[src/hdl/sor_map.vh]
// Register offsets, field positions and reset values of the system option registers
`ifndef SOR_MAP_VH
`define SOR_MAP_VH
// ============================================================
// Register indices on the internal register port
`define SOR_ADDR_W 2
`define SOR_IDX_FORCE_RESET 2'h0
`define SOR_IDX_OPTIONS_ONE 2'h1
`define SOR_IDX_OPTIONS_TWO 2'h2
// ============================================================
// Force-reset register fields
`define SOR_FRC_BIT 0
`define SOR_FRC_READ 8'h00
// ============================================================
// First options register fields
`define SOR_O1_WDG_EN 7
`define SOR_O1_WDG_LONG 6
`define SOR_O1_STOP_OK 5
`define SOR_O1_DBG_PIN 1
`define SOR_O1_RST_PIN 0
`define SOR_O1_IMPL_MASK 8'hE3
`define SOR_O1_RESET 8'hC2
// ============================================================
// Second options register fields
`define SOR_O2_WDG_CLK 7
`define SOR_O2_SPI_FILT 4
`define SOR_O2_SPI_PINS 3
`define SOR_O2_CMP2_CAP 2
`define SOR_O2_TWI_PINS 1
`define SOR_O2_CMP1_CAP 0
`define SOR_O2_IMPL_MASK 8'h9F
`define SOR_O2_RESET 8'h00
// ============================================================
// Reset generator pulse length in bus clocks; force_reset_q stays high one clock longer
`define SOR_FRC_PULSE_CYC 4'h4
`endif

[src/hdl/sor_once_reg.v]
// Write-once register with implemented-bit mask and sticky lock
`timescale 1ns/1ns
module sor_once_reg #(
  parameter WIDTH = 8,
  parameter [WIDTH-1:0] MASK = 8'hFF,
  parameter [WIDTH-1:0] RESET_VAL = 8'h00
) (
  input wire sys_clk, // Bus clock
  input wire rst_b, // Asynchronous reset, active low
  input wire clr, // Synchronous return to reset value and unlock
  input wire wr_en, // Write strobe for this register
  input wire [WIDTH-1:0] wr_data, // Write data
  input wire [WIDTH-1:0] keep_mask, // Bits that keep their value on clr
  output reg [WIDTH-1:0] value_q, // Stored value
  output reg locked_q // High once the first write is taken
);
  reg [WIDTH-1:0] value_d;
  reg locked_d;

  always @* begin
    value_d = value_q;
    locked_d = locked_q;
    if (clr) begin
      value_d = (value_q & keep_mask) | (RESET_VAL & ~keep_mask);
      locked_d = 1'b0;
    end else if (wr_en && !locked_q) begin
      // Unimplemented bits stay zero whatever is written
      value_d = wr_data & MASK;
      locked_d = 1'b1;
    end
  end

  always @(posedge sys_clk or negedge rst_b) begin
    if (!rst_b) begin
      value_q <= RESET_VAL;
      locked_q <= 1'b0;
    end else begin
      value_q <= value_d;
      locked_q <= locked_d;
    end
  end
endmodule // sor_once_reg

[src/hdl/sor_reset_gen.v]
// Stretches a one-cycle reset request into a fixed-length reset pulse
`timescale 1ns/1ns
`include "sor_map.vh"
module sor_reset_gen (
  input wire sys_clk, // Bus clock
  input wire rst_b, // Asynchronous reset, active low
  input wire req, // One-cycle reset request
  output reg active_q // Reset pulse, high while counting
);
  reg [3:0] cnt_q;
  reg [3:0] cnt_d;

  always @* begin
    cnt_d = cnt_q;
    if (req && cnt_q == 4'h0) begin
      cnt_d = `SOR_FRC_PULSE_CYC;
    end else if (cnt_q != 4'h0) begin
      cnt_d = cnt_q - 4'h1;
    end
  end

  always @(posedge sys_clk or negedge rst_b) begin
    if (!rst_b) begin
      cnt_q <= 4'h0;
      active_q <= 1'b0;
    end else begin
      cnt_q <= cnt_d;
      active_q <= (cnt_d != 4'h0);
    end
  end
endmodule // sor_reset_gen

[src/hdl/sor_system_options.v]
// System option registers: debug force reset and two write-once option registers
//
// Overview of operation
// - Program writes to force-reset register ignored
// - Force-reset register always reads zero
// - Debug write of one forces full reset
// - Forced reset leaves reset-status flags clear
// - First options register writable once, always readable
// - Bit 7 enables watchdog with timeout reset
// - Bit 6 selects short or long timeout
// - Bit 5 allows stop, else illegal-opcode reset
// - Bit 1 selects debug pin function
// - Debug pin enable set after every reset
// - Bit 0 makes shared pin reset input
// - Reset pin enable cleared only by power-on
// - Second register bit 7 selects watchdog clock
// - Bit 4 enables serial port input filter
// - Bit 3 moves serial port pins
// - Bit 2 routes second comparator to capture
// - Bit 1 moves two-wire pins
// - Bit 0 routes first comparator to capture
`timescale 1ns/1ns
`include "sor_map.vh"
module sor_system_options (
  input wire sys_clk, // Bus clock, 10 MHz
  input wire rst_b, // Power-on reset, asynchronous, active low
  input wire sys_reset, // Any other device reset, synchronous, active high
  input wire [`SOR_ADDR_W-1:0] reg_addr, // Register index
  input wire reg_wr, // Write strobe from the running program
  input wire dbg_wr, // Write strobe from a background debug write command
  input wire reg_rd, // Read strobe
  input wire [7:0] reg_wdata, // Write data
  input wire stop_exec, // Stop instruction being executed
  output reg [7:0] reg_rdata_q, // Read data, valid the cycle after reg_rd
  output reg force_reset_q, // Forced device reset pulse
  output reg status_suppress_q, // Keeps reset-source status flags clear
  output reg illegal_stop_q, // Illegal-opcode reset request
  output reg stop_grant_q, // Stop mode entry granted
  output reg watchdog_enable_q, // Watchdog enabled
  output reg watchdog_long_timeout_q, // Long watchdog period selected
  output reg watchdog_clock_select_q, // 1: bus clock, 0: internal 1 kHz clock
  output reg debug_pin_enable_q, // Shared pin is the background debug pin
  output reg reset_pin_enable_q, // Shared pin is reset input with pullup
  output reg reset_pin_pullup_q, // Internal pullup on reset pin
  output reg serial_port_filter_enable_q, // Serial port input filter on
  output reg serial_port_pin_select_q, // 0: port B 2..5, 1: port E 0..3
  output reg comparator2_to_capture_q, // Second comparator drives second timer channel 0
  output reg two_wire_pin_select_q, // 0: port A 2/3, 1: port B 6/7
  output reg comparator1_to_capture_q // First comparator drives first timer channel 0
);
  // ============================================================
  // Decode
  function hit;
    input [`SOR_ADDR_W-1:0] addr;
    input [`SOR_ADDR_W-1:0] idx;
    begin
      hit = (addr == idx);
    end
  endfunction

  wire frc_req;
  wire frc_active;
  wire any_reset;
  wire [7:0] opt1_q;
  wire [7:0] opt2_q;
  wire sel_frc;
  wire sel_opt1;
  wire sel_opt2;
  wire opt1_wr;
  wire opt2_wr;
  reg [7:0] rdata_d;

  // ============================================================
  // Reset values and write decode
  // Output flops reset to the register reset values, so they agree with a read
  localparam [7:0] O1_RST = `SOR_O1_RESET;
  localparam [7:0] O2_RST = `SOR_O2_RESET;
  // Only the reset pin enable survives a reset other than power-on
  localparam [7:0] O1_KEEP = 8'h01 << `SOR_O1_RST_PIN;
  localparam [7:0] O2_KEEP = 8'h00;

  assign sel_frc = hit(reg_addr, `SOR_IDX_FORCE_RESET);
  assign sel_opt1 = hit(reg_addr, `SOR_IDX_OPTIONS_ONE);
  assign sel_opt2 = hit(reg_addr, `SOR_IDX_OPTIONS_TWO);
  // Debug writes to the option registers obey the same lock as program writes
  assign opt1_wr = (reg_wr | dbg_wr) && sel_opt1;
  assign opt2_wr = (reg_wr | dbg_wr) && sel_opt2;

  // Only a background debug write reaches the force-reset bit
  assign frc_req = dbg_wr && !reg_wr && sel_frc && reg_wdata[`SOR_FRC_BIT];
  // The forced reset also clears the option registers, as any reset does
  assign any_reset = sys_reset | frc_active;

  // ============================================================
  // Forced reset pulse
  sor_reset_gen u_frc (
    .sys_clk(sys_clk),
    .rst_b(rst_b),
    .req(frc_req),
    .active_q(frc_active)
  );

  // ============================================================
  // Option registers
  // Reset pin enable survives every reset but power-on
  sor_once_reg #(
    .WIDTH(8),
    .MASK(`SOR_O1_IMPL_MASK),
    .RESET_VAL(`SOR_O1_RESET)
  ) u_opt1 (
    .sys_clk(sys_clk),
    .rst_b(rst_b),
    .clr(any_reset),
    .wr_en(opt1_wr),
    .wr_data(reg_wdata),
    .keep_mask(O1_KEEP),
    .value_q(opt1_q),
    .locked_q()
  );

  // Whole register is treated as write-once for simplicity of locking
  sor_once_reg #(
    .WIDTH(8),
    .MASK(`SOR_O2_IMPL_MASK),
    .RESET_VAL(`SOR_O2_RESET)
  ) u_opt2 (
    .sys_clk(sys_clk),
    .rst_b(rst_b),
    .clr(any_reset),
    .wr_en(opt2_wr),
    .wr_data(reg_wdata),
    .keep_mask(O2_KEEP),
    .value_q(opt2_q),
    .locked_q()
  );

  // ============================================================
  // Read mux
  always @* begin
    rdata_d = 8'h00;
    if (hit(reg_addr, `SOR_IDX_FORCE_RESET)) begin
      rdata_d = `SOR_FRC_READ;
    end else if (hit(reg_addr, `SOR_IDX_OPTIONS_ONE)) begin
      rdata_d = opt1_q & `SOR_O1_IMPL_MASK;
    end else if (hit(reg_addr, `SOR_IDX_OPTIONS_TWO)) begin
      rdata_d = opt2_q & `SOR_O2_IMPL_MASK;
    end
  end

  // ============================================================
  // Read data
  // Zero between reads, so a stale byte never passes for a fresh answer
  always @(posedge sys_clk or negedge rst_b) begin
    if (!rst_b) begin
      reg_rdata_q <= 8'h00;
    end else if (reg_rd) begin
      reg_rdata_q <= rdata_d;
    end else begin
      reg_rdata_q <= 8'h00;
    end
  end

  // ============================================================
  // Forced reset outputs
  // The request itself raises the pulse so that no cycle is lost
  always @(posedge sys_clk or negedge rst_b) begin
    if (!rst_b) begin
      force_reset_q <= 1'b0;
    end else begin
      force_reset_q <= frc_active | frc_req;
    end
  end

  // Flags stay suppressed for the whole forced pulse
  always @(posedge sys_clk or negedge rst_b) begin
    if (!rst_b) begin
      status_suppress_q <= 1'b0;
    end else begin
      status_suppress_q <= frc_active | frc_req;
    end
  end

  // ============================================================
  // Stop handling
  // Exactly one of grant and refusal answers a stop, one cycle late
  always @(posedge sys_clk or negedge rst_b) begin
    if (!rst_b) begin
      illegal_stop_q <= 1'b0;
    end else begin
      illegal_stop_q <= stop_exec && !opt1_q[`SOR_O1_STOP_OK];
    end
  end

  always @(posedge sys_clk or negedge rst_b) begin
    if (!rst_b) begin
      stop_grant_q <= 1'b0;
    end else begin
      stop_grant_q <= stop_exec && opt1_q[`SOR_O1_STOP_OK];
    end
  end

  // ============================================================
  // First options register outputs
  // Taken from the stored value, so a refused write never shows here
  // Watchdog is on out of reset until software writes the register
  always @(posedge sys_clk or negedge rst_b) begin
    if (!rst_b) begin
      watchdog_enable_q <= O1_RST[`SOR_O1_WDG_EN];
    end else begin
      watchdog_enable_q <= opt1_q[`SOR_O1_WDG_EN];
    end
  end

  always @(posedge sys_clk or negedge rst_b) begin
    if (!rst_b) begin
      watchdog_long_timeout_q <= O1_RST[`SOR_O1_WDG_LONG];
    end else begin
      watchdog_long_timeout_q <= opt1_q[`SOR_O1_WDG_LONG];
    end
  end

  // Returns to set after every reset through the register reset value
  always @(posedge sys_clk or negedge rst_b) begin
    if (!rst_b) begin
      debug_pin_enable_q <= O1_RST[`SOR_O1_DBG_PIN];
    end else begin
      debug_pin_enable_q <= opt1_q[`SOR_O1_DBG_PIN];
    end
  end

  // Kept across resets other than power-on by the register keep mask
  always @(posedge sys_clk or negedge rst_b) begin
    if (!rst_b) begin
      reset_pin_enable_q <= O1_RST[`SOR_O1_RST_PIN];
    end else begin
      reset_pin_enable_q <= opt1_q[`SOR_O1_RST_PIN];
    end
  end

  // The pullup follows the pin function and is never on for a general input
  always @(posedge sys_clk or negedge rst_b) begin
    if (!rst_b) begin
      reset_pin_pullup_q <= O1_RST[`SOR_O1_RST_PIN];
    end else begin
      reset_pin_pullup_q <= opt1_q[`SOR_O1_RST_PIN];
    end
  end

  // ============================================================
  // Second options register outputs
  // Watchdog clock pairs with the timeout bit to set the watchdog period
  always @(posedge sys_clk or negedge rst_b) begin
    if (!rst_b) begin
      watchdog_clock_select_q <= O2_RST[`SOR_O2_WDG_CLK];
    end else begin
      watchdog_clock_select_q <= opt2_q[`SOR_O2_WDG_CLK];
    end
  end

  // Filter on limits the serial port baud rate; off allows faster rates
  always @(posedge sys_clk or negedge rst_b) begin
    if (!rst_b) begin
      serial_port_filter_enable_q <= O2_RST[`SOR_O2_SPI_FILT];
    end else begin
      serial_port_filter_enable_q <= opt2_q[`SOR_O2_SPI_FILT];
    end
  end

  always @(posedge sys_clk or negedge rst_b) begin
    if (!rst_b) begin
      serial_port_pin_select_q <= O2_RST[`SOR_O2_SPI_PINS];
    end else begin
      serial_port_pin_select_q <= opt2_q[`SOR_O2_SPI_PINS];
    end
  end

  // Capture routing only connects the comparators; the timers decide the rest
  always @(posedge sys_clk or negedge rst_b) begin
    if (!rst_b) begin
      comparator2_to_capture_q <= O2_RST[`SOR_O2_CMP2_CAP];
    end else begin
      comparator2_to_capture_q <= opt2_q[`SOR_O2_CMP2_CAP];
    end
  end

  always @(posedge sys_clk or negedge rst_b) begin
    if (!rst_b) begin
      two_wire_pin_select_q <= O2_RST[`SOR_O2_TWI_PINS];
    end else begin
      two_wire_pin_select_q <= opt2_q[`SOR_O2_TWI_PINS];
    end
  end

  always @(posedge sys_clk or negedge rst_b) begin
    if (!rst_b) begin
      comparator1_to_capture_q <= O2_RST[`SOR_O2_CMP1_CAP];
    end else begin
      comparator1_to_capture_q <= opt2_q[`SOR_O2_CMP1_CAP];
    end
  end
endmodule // sor_system_options

[config.mk]
export PLATFORM = sky130hd
export DESIGN_NAME = sor_system_options
export DESIGN_NICKNAME = d
export VERILOG_FILES = /design/src/hdl/sor_once_reg.v /design/src/hdl/sor_reset_gen.v /design/src/hdl/sor_system_options.v
export VERILOG_INCLUDE_DIRS = /design/src /design/src/hdl
export SDC_FILE = /design/constraint.sdc
export NUM_CORES = 1
export LEC_CHECK = 0
export BUFFER_PORTS_ARGS = -buffer_cell sky130_fd_sc_hd__buf_2
export CAP_MARGIN = 20
export CORE_ASPECT_RATIO = 2
export CORE_MARGIN = 10
export CORE_UTILIZATION = 50
export DETAILED_ROUTE_END_ITERATION = 6
export PLACE_DENSITY = 0.74
export SYNTH_ARGS = -nofsm -noshare
export SYNTH_HDL_FRONTEND = slang
export SYNTH_HIERARCHICAL = 1
export SYNTH_SLANG_ARGS = --single-unit
[constraint.sdc]
create_clock -name sys_clk -period 1.4 [get_ports sys_clk]
set_clock_uncertainty 0.05 [all_clocks]
set_input_delay 0.07 -clock sys_clk [delete_from_list [all_inputs] [get_ports sys_clk]]
set_output_delay 0.07 -clock sys_clk [all_outputs]
set_load 0.005 [all_outputs]
==> run_results.csv, run 1 <==
group,metric,value,unit
setup_path,worstPathMaxFanout,7,
timing,hold_viol,0,
setup_path,reg2reg_depth,5,
detailed_routing,vias_per_cell,5.38,
setup_path,cp-start-kind,"flip-flop",
floorplanning,fp.dieW,61.4,µm
detailed_routing,ant_nets,0,
setup_path,crit_required,1.55,ns
timing,grt_setup_unrepaired,"no",
detailed_routing,drt_first_pass_iters,4,
timing,max_freq,793,MHz
setup_path,cp_data_arrival_time,1.41,ns
finish,drive_above_1_share,0.388,
hold_path,hold_start,"reg_wdata[2]",
finish,ff_latch_area,983,µm²
cts,htreeDepth,2,
cts,cts_buffer_depth,2,
cts,clockRootBuffer,"clkbuf_8",
floorplanning,coreArea,3340,µm²
finish,multiInputGateArea,693,µm²
finish,layout_commonest_cell,"buf_2",
floorplanning,die_h,103,µm
global_routing,grt_pass1_wl,6.35,mm
setup_path,r2r-end,"u_frc/cnt_q[0]",
global_routing,grt_pass1_vias,1342,
timing,finalSetupTns,0,ns
status,status,"complete, no violations",
finish,final_cell_mix,"buf_2, dfrtp_1, conb_1",
setup_path,reg2reg_setup_slack,0.14,ns
placed_design,io_buffers,39,
hold_path,hold_end,"u_opt2/value_q[2]",
timing,fin_ws,0.138,ns
detailed_routing,wl_per_cell,16.4,µm
hold_path,min_path_type,"primary input to flip-flop",
hold_path,min_path_cells,3,
cts,clock_latency,0.29,ns
detailed_routing,wirelength,3.81,mm
yosys,syn_area_per_cell,12.1,µm²
detailed_routing,via_count,1253,
timing,setup_viol,0,
yosys,syn_area,1710,µm²
power,clkPwrFrac,0.326,
placed_design,gp_congestion,0.743,
finish,fill_cells,266,
timing,layout_worst_path_cycle_share,0.901,
cts,post_cts_buffers,0,
power,intPower,2130,µW
power,power.switching,808,µW
finish,finalNonFillerCells,233,
power,swShare,0.275,
cts,numCtsBuffers,5,
yosys,synthCells,141,
detailed_routing,drc_errors,0,
cts,clock-sinks,39,
floorplanning,start_util,0.513,
floorplanning,die_area,6310,µm²
timing,finalCriticalPeriod,1.26,ns
placed_design,pre_cts_ws,-0.0425,ns
placed_design,hpwlAfterDp,2.94,mm
power,ir_drop,0.00117,V
yosys,ys_warn_count,6,
floorplanning,fp-row-count,30,
finish,fin_area,2140,µm²
finish,nets,218,
placed_design,dp_cells,222,
power,power_frac_comb,0.218,
setup_path,crit_type,"flip-flop to flip-flop",
finish,antenna_cells,0,
global_routing,grt_antenna_before_repair,0,
placed_design,placed_cell_area,1970,µm²
finish,syn_to_final_growth,25.1,%
setup_path,cp-end-kind,"flip-flop",
power,power_leakage,0.00105,µW
global_routing,grt_util_all_layers,0.136,
job,cap_violations,0,
global_routing,grt_overflow,0,
global_routing,grt_start_max_net_pins,40,
power,seqPwrFrac,0.456,
detailed_routing,drtIter0Drc,25,
setup_path,r2r_start,"u_frc/cnt_q[1]",
timing,slew_viol_final,0,
power,power_density,1370,nW/µm²
cts,cts_tree,"done",
floorplanning,io_pins,40,
cts,path_clk_slew,0.07,ns
## worst max path at each step
stage,slack (ns),cells after the start,start,endpoint
final,0.14,5,u_frc/cnt_q[1],u_frc/cnt_q[0]
after global routing,0.02,5,u_frc/cnt_q[0],u_frc/cnt_q[0]
after CTS,0.03,3,u_frc/active_q,u_opt2/value_q[4]
after detailed placement,-0.04,3,u_frc/active_q,u_opt2/value_q[4]
after global placement,0.005,7,reg_addr[1],u_opt1/value_q[5]
after floorplan,0.12,5,u_frc/active_q,u_opt1/value_q[1]
## state kept, by name (all words and copies together), names as in the netlist, 4 cells and up
register / cells
u_opt1/value_q: 5
reg_rdata_q: 8
u_frc/cnt_q: 4
u_opt2/value_q: 6
## power groups by stage
stage	clock network, µW	logic [µW]	registers (µW)
final	957	641	1340
after global routing	1020	728	1360
after CTS	977	604	1340
after detailed placement	0	568	1350
after global placement	0	536	1340
after floorplan	0	384	1340
## critical path, cell delays in order (launching register included)
cell	delay [ns]
dfrtp_1	0.41
inv_1	0.10
ha_4	0.17
nor3b_4	0.25
nand3b_1	0.10
o21ai_0	0.09
## per-layer routing
layer  track usage  share of wire  up-vias
met4        0.0623          0.020        0
met5             0              0        -
met3        0.0432          0.075        5
met2         0.247           0.58       34
met1         0.132           0.33      625
li1              -              -      589
## metrics by stage
step	util	total power (µW)	hold slack, ns
after CTS	0.637	2920	0.0251
after detailed placement	0.591	1920	0.0997
final	0.641	2940	0.0273
after floorplan	-	1720	-0.276
after global routing	0.641	3110	0.0333
after global placement	0.591	1870	0.0829
## layout make-up
cell class / count / area share
sequential: 39 / 0.459
multi-input combinational: 99 / 0.324
timing repair buffer: 51 / 0.137
clock buffer: 6 / 0.0386
tap: 32 / 0.0187
clock inverter: 2 / 0.0164
inverter: 4 / 0.00701
## repair_timing
item | in CTS | in global routing
hold endpoints to repair | 36 | 0
setup endpoints to repair | 5 | 5
gates resized for setup | 3 | 2
hold buffers | 3 | 0
Power figures use the tool's default switching activity.
==> run 2, diff against run 1 <==
PLACE_DENSITY = 0.76   (was 0.74)
REMOVE_ABC_BUFFERS = 1   (was unset)
SKIP_LAST_GASP = 1   (was unset)
SYNTH_HIERARCHICAL = unset   (was 1)
==> run 2 against run 1 <==
  * The flow now finishes with violations (setup timing)
  * Register-to-register slack got worse by 0.30 ns
  * Non-clock buffer count increased by 9
  * Sequential cell count unchanged
  * First-iteration DRC count decreased by 24%
  * Maximum frequency decreased by 19%
  * Cell count decreased by 3.4%
  * Combinational power increased by 54%
  * Global-route usage about the same
  * Largest power group unchanged
==> run_results.csv, run 2 <==
group,metric,value,unit
status,status,"complete, but fails checks",
status,violations,"setup timing",
finish,fill_cells,229,
finish,largestRegisters,"reg_rdata_q: 8 flops, u_opt2.value_q: 6 flops, u_opt1.value_q: 5 flops",
detailed_routing,drt_first_pass_iters,4,
timing,finalCriticalPeriod,1.56,ns
power,seqPwrFrac,0.393,
timing,fin_ws,-0.159,ns
finish,layout_commonest_cell,"buf_2",
yosys,ys_warn_count,0,
timing,hold_viol,0,
global_routing,grt_start_max_net_pins,19,
setup_path,cp-end-kind,"flip-flop",
timing,grt_setup_unrepaired,"yes",
setup_path,crit_required,1.52,ns
setup_path,cp-start-kind,"flip-flop",
placed_design,hpwlAfterDp,2.97,mm
global_routing,grt_pass1_vias,1397,
detailed_routing,wirelength,3.84,mm
finish,fin_area,2130,µm²
yosys,ys_types,39,
cts,numCtsBuffers,5,
power,power.switching,915,µW
detailed_routing,via_count,1287,
floorplanning,die_h,99.7,µm
yosys,synthTopCellsByCount,"dfrtp_1, a21oi_1, nand3_1",
yosys,syn_area_per_cell,11.8,µm²
yosys,synthCells,134,
detailed_routing,vias_per_cell,5.72,
timing,layout_worst_path_cycle_share,1.11,
power,clkPwrFrac,0.317,
yosys,synth_edf_count,0,
setup_path,cp_data_arrival_time,1.68,ns
cts,clockRootBuffer,"clkbuf_8",
timing,slew_viol_final,0,
global_routing,grt_overflow,0,
cts,cts_tree,"done",
cts,clock-sinks,39,
finish,syn_to_final_growth,34.0,%
yosys,yosysTopAreaCell,"dfrtp_1",
yosys,syn_area,1590,µm²
floorplanning,fp.dieW,59.8,µm
placed_design,pre_cts_ws,-0.203,ns
finish,largest_register_ffs,8,
floorplanning,start_util,0.527,
hold_path,min_path_cells,3,
finish,antenna_cells,0,
timing,tightest_slew,0.471,ns
power,ir_drop,0.00143,V
floorplanning,fp-row-count,28,
cts,htreeDepth,2,
setup_path,worstPathMaxFanout,2,
timing,slew_headroom,0.682,
placed_design,io_buffers,39,
cts,clock_latency,0.28,ns
detailed_routing,drtIter0Drc,19,
yosys,yosysTopAreaCellShare,0.520,
finish,drive_above_1_share,0.395,
detailed_routing,drc_errors,0,
timing,setup_viol,1,
global_routing,grt_antenna_before_repair,0,
power,swShare,0.269,
placed_design,gp_congestion,0.789,
global_routing,grt_pass1_wl,6.33,mm
yosys,ys_ff_latch,39,
floorplanning,coreArea,3010,µm²
placed_design,placed_cell_area,1880,µm²
yosys,async_flop_share,1.00,
job,cap_violations,0,
setup_path,reg2reg_depth,4,
yosys,synth.area.top_cells,"dfrtp_1, dfstp_2, nand4b_1",
finish,top_register,"reg_rdata_q",
cts,path_clk_slew,0.07,ns
finish,nets,212,
floorplanning,die_area,5970,µm²
detailed_routing,wl_per_cell,17.1,µm
yosys,yosysMostFrequentCell,"dfrtp_1",
power,intPower,2480,µW
finish,final_cell_mix,"buf_2, dfrtp_1, buf_4",
setup_path,crit_type,"flip-flop to flip-flop",
detailed_routing,ant_nets,0,
hold_path,min_path_type,"primary input to flip-flop",
cts,cts_buffer_depth,2,
yosys,synth_flop_cell,"dfrtp_1",
global_routing,grt_util_all_layers,0.136,
power,power_frac_comb,0.291,
power,power_leakage,0.00103,µW
floorplanning,io_pins,40,
yosys,ys_seq_area_frac,0.619,
power,power_density,1600,nW/µm²
timing,max_freq,641,MHz
[run 2: power groups by stage]
| stage | combinational [µW] | clock (µW) | sequential (µW) |
|---|---|---|---|
| 3_3_place_gp | 771 | 0 | 1330 |
| 5_1_grt | 1100 | 1150 | 1340 |
| 4_1_cts | 917 | 1090 | 1320 |
| 3_5_place_dp | 814 | 0 | 1340 |
| 6_report | 987 | 1080 | 1330 |
| 2_1_floorplan | 392 | 0 | 1360 |
[run 2: worst paths after layout]
| path | start | end | slack (ns) |
|---|---|---|---|
| setup / recovery | u_frc.cnt_q[0] | u_frc.active_q | -0.16 |
| setup reg to reg | u_frc.cnt_q[0] | u_frc.active_q | -0.16 |
| hold reg to reg | u_opt1.value_q[6] | watchdog_long_timeout_q | 0.33 |
| max in group asynchronous | rst_b | u_opt2.value_q[4] | 0.64 |
| min in group asynchronous | rst_b | reg_rdata_q[6] | 0.15 |
| hold / removal | reg_wdata[3] | u_opt2.value_q[3] | 0.005 |
[run 2: timing repair]
item / in CTS / in global routing
endpoints found under the setup margin: 3 / 4
setup buffers: 1 / 0
gates resized for setup: 6 / 4
hold endpoints to repair: 44 / 0
hold buffers: 7 / 0
pin swaps: 1 / 3
[run 2: final cells by class]
cell class                 count  area, µm²  share of cell area
inverter                       3       11.3             0.00529
tap                           30       37.5              0.0176
multi-input combinational     85        592               0.278
sequential                    39        983               0.462
clock buffer                   6       72.6              0.0341
clock inverter                 2       60.1              0.0282
timing repair buffer          60        370               0.174
[run 2: layer usage]
| metal | track usage | vias to the layer above | wire length (µm) |
|---|---|---|---|
| met3 | 0.0420 | 12 | 256 |
| met5 | 0 | - | 0 |
| met2 | 0.258 | 43 | 2250 |
| met4 | 0.0764 | 0 | 126 |
| li1 | - | 600 | - |
| met1 | 0.112 | 632 | 1210 |
[run 2: kinds of logic (layout without fill, tap and decap cells)]
| logic type | after synthesis | in the layout | share of synthesized area |
|---|---|---|---|
| AOI/OAI and AO/OA | 33 | 33 | 0.130 |
| muxes | 1 | 1 | 0.00709 |
| buffers and inverters | 10 | 71 | 0.0339 |
| DFF | 39 | 39 | 0.619 |
| and+or+nand+nor | 50 | 50 | 0.202 |
| adders and majority gates | 1 | 1 | 0.00788 |
[run 2: metrics by stage]
| step | std cells | TNS (ns) | total power [µW] | hold slack (ns) | utilization |
|---|---|---|---|---|---|
| floorplan | 127 | -0.205 | 1750 | -0.276 | - |
| global placement | 209 | -0.104 | 2100 | -0.0914 | 0.623 |
| detailed placement | 209 | -0.350 | 2150 | -0.0866 | 0.623 |
| CTS | 225 | -0.182 | 3330 | 0.00206 | 0.699 |
| global route | 225 | -0.243 | 3590 | 0.00711 | 0.706 |
| finish | 225 | -0.159 | 3400 | 0.00451 | 0.706 |
[run 2: critical path, cell delays in order (launching register included)]
cell and delay (ns):
dfrtp_1 0.40, buf_4 0.14, or4b_4 0.52, a21o_1 0.16
a22o_1 0.17
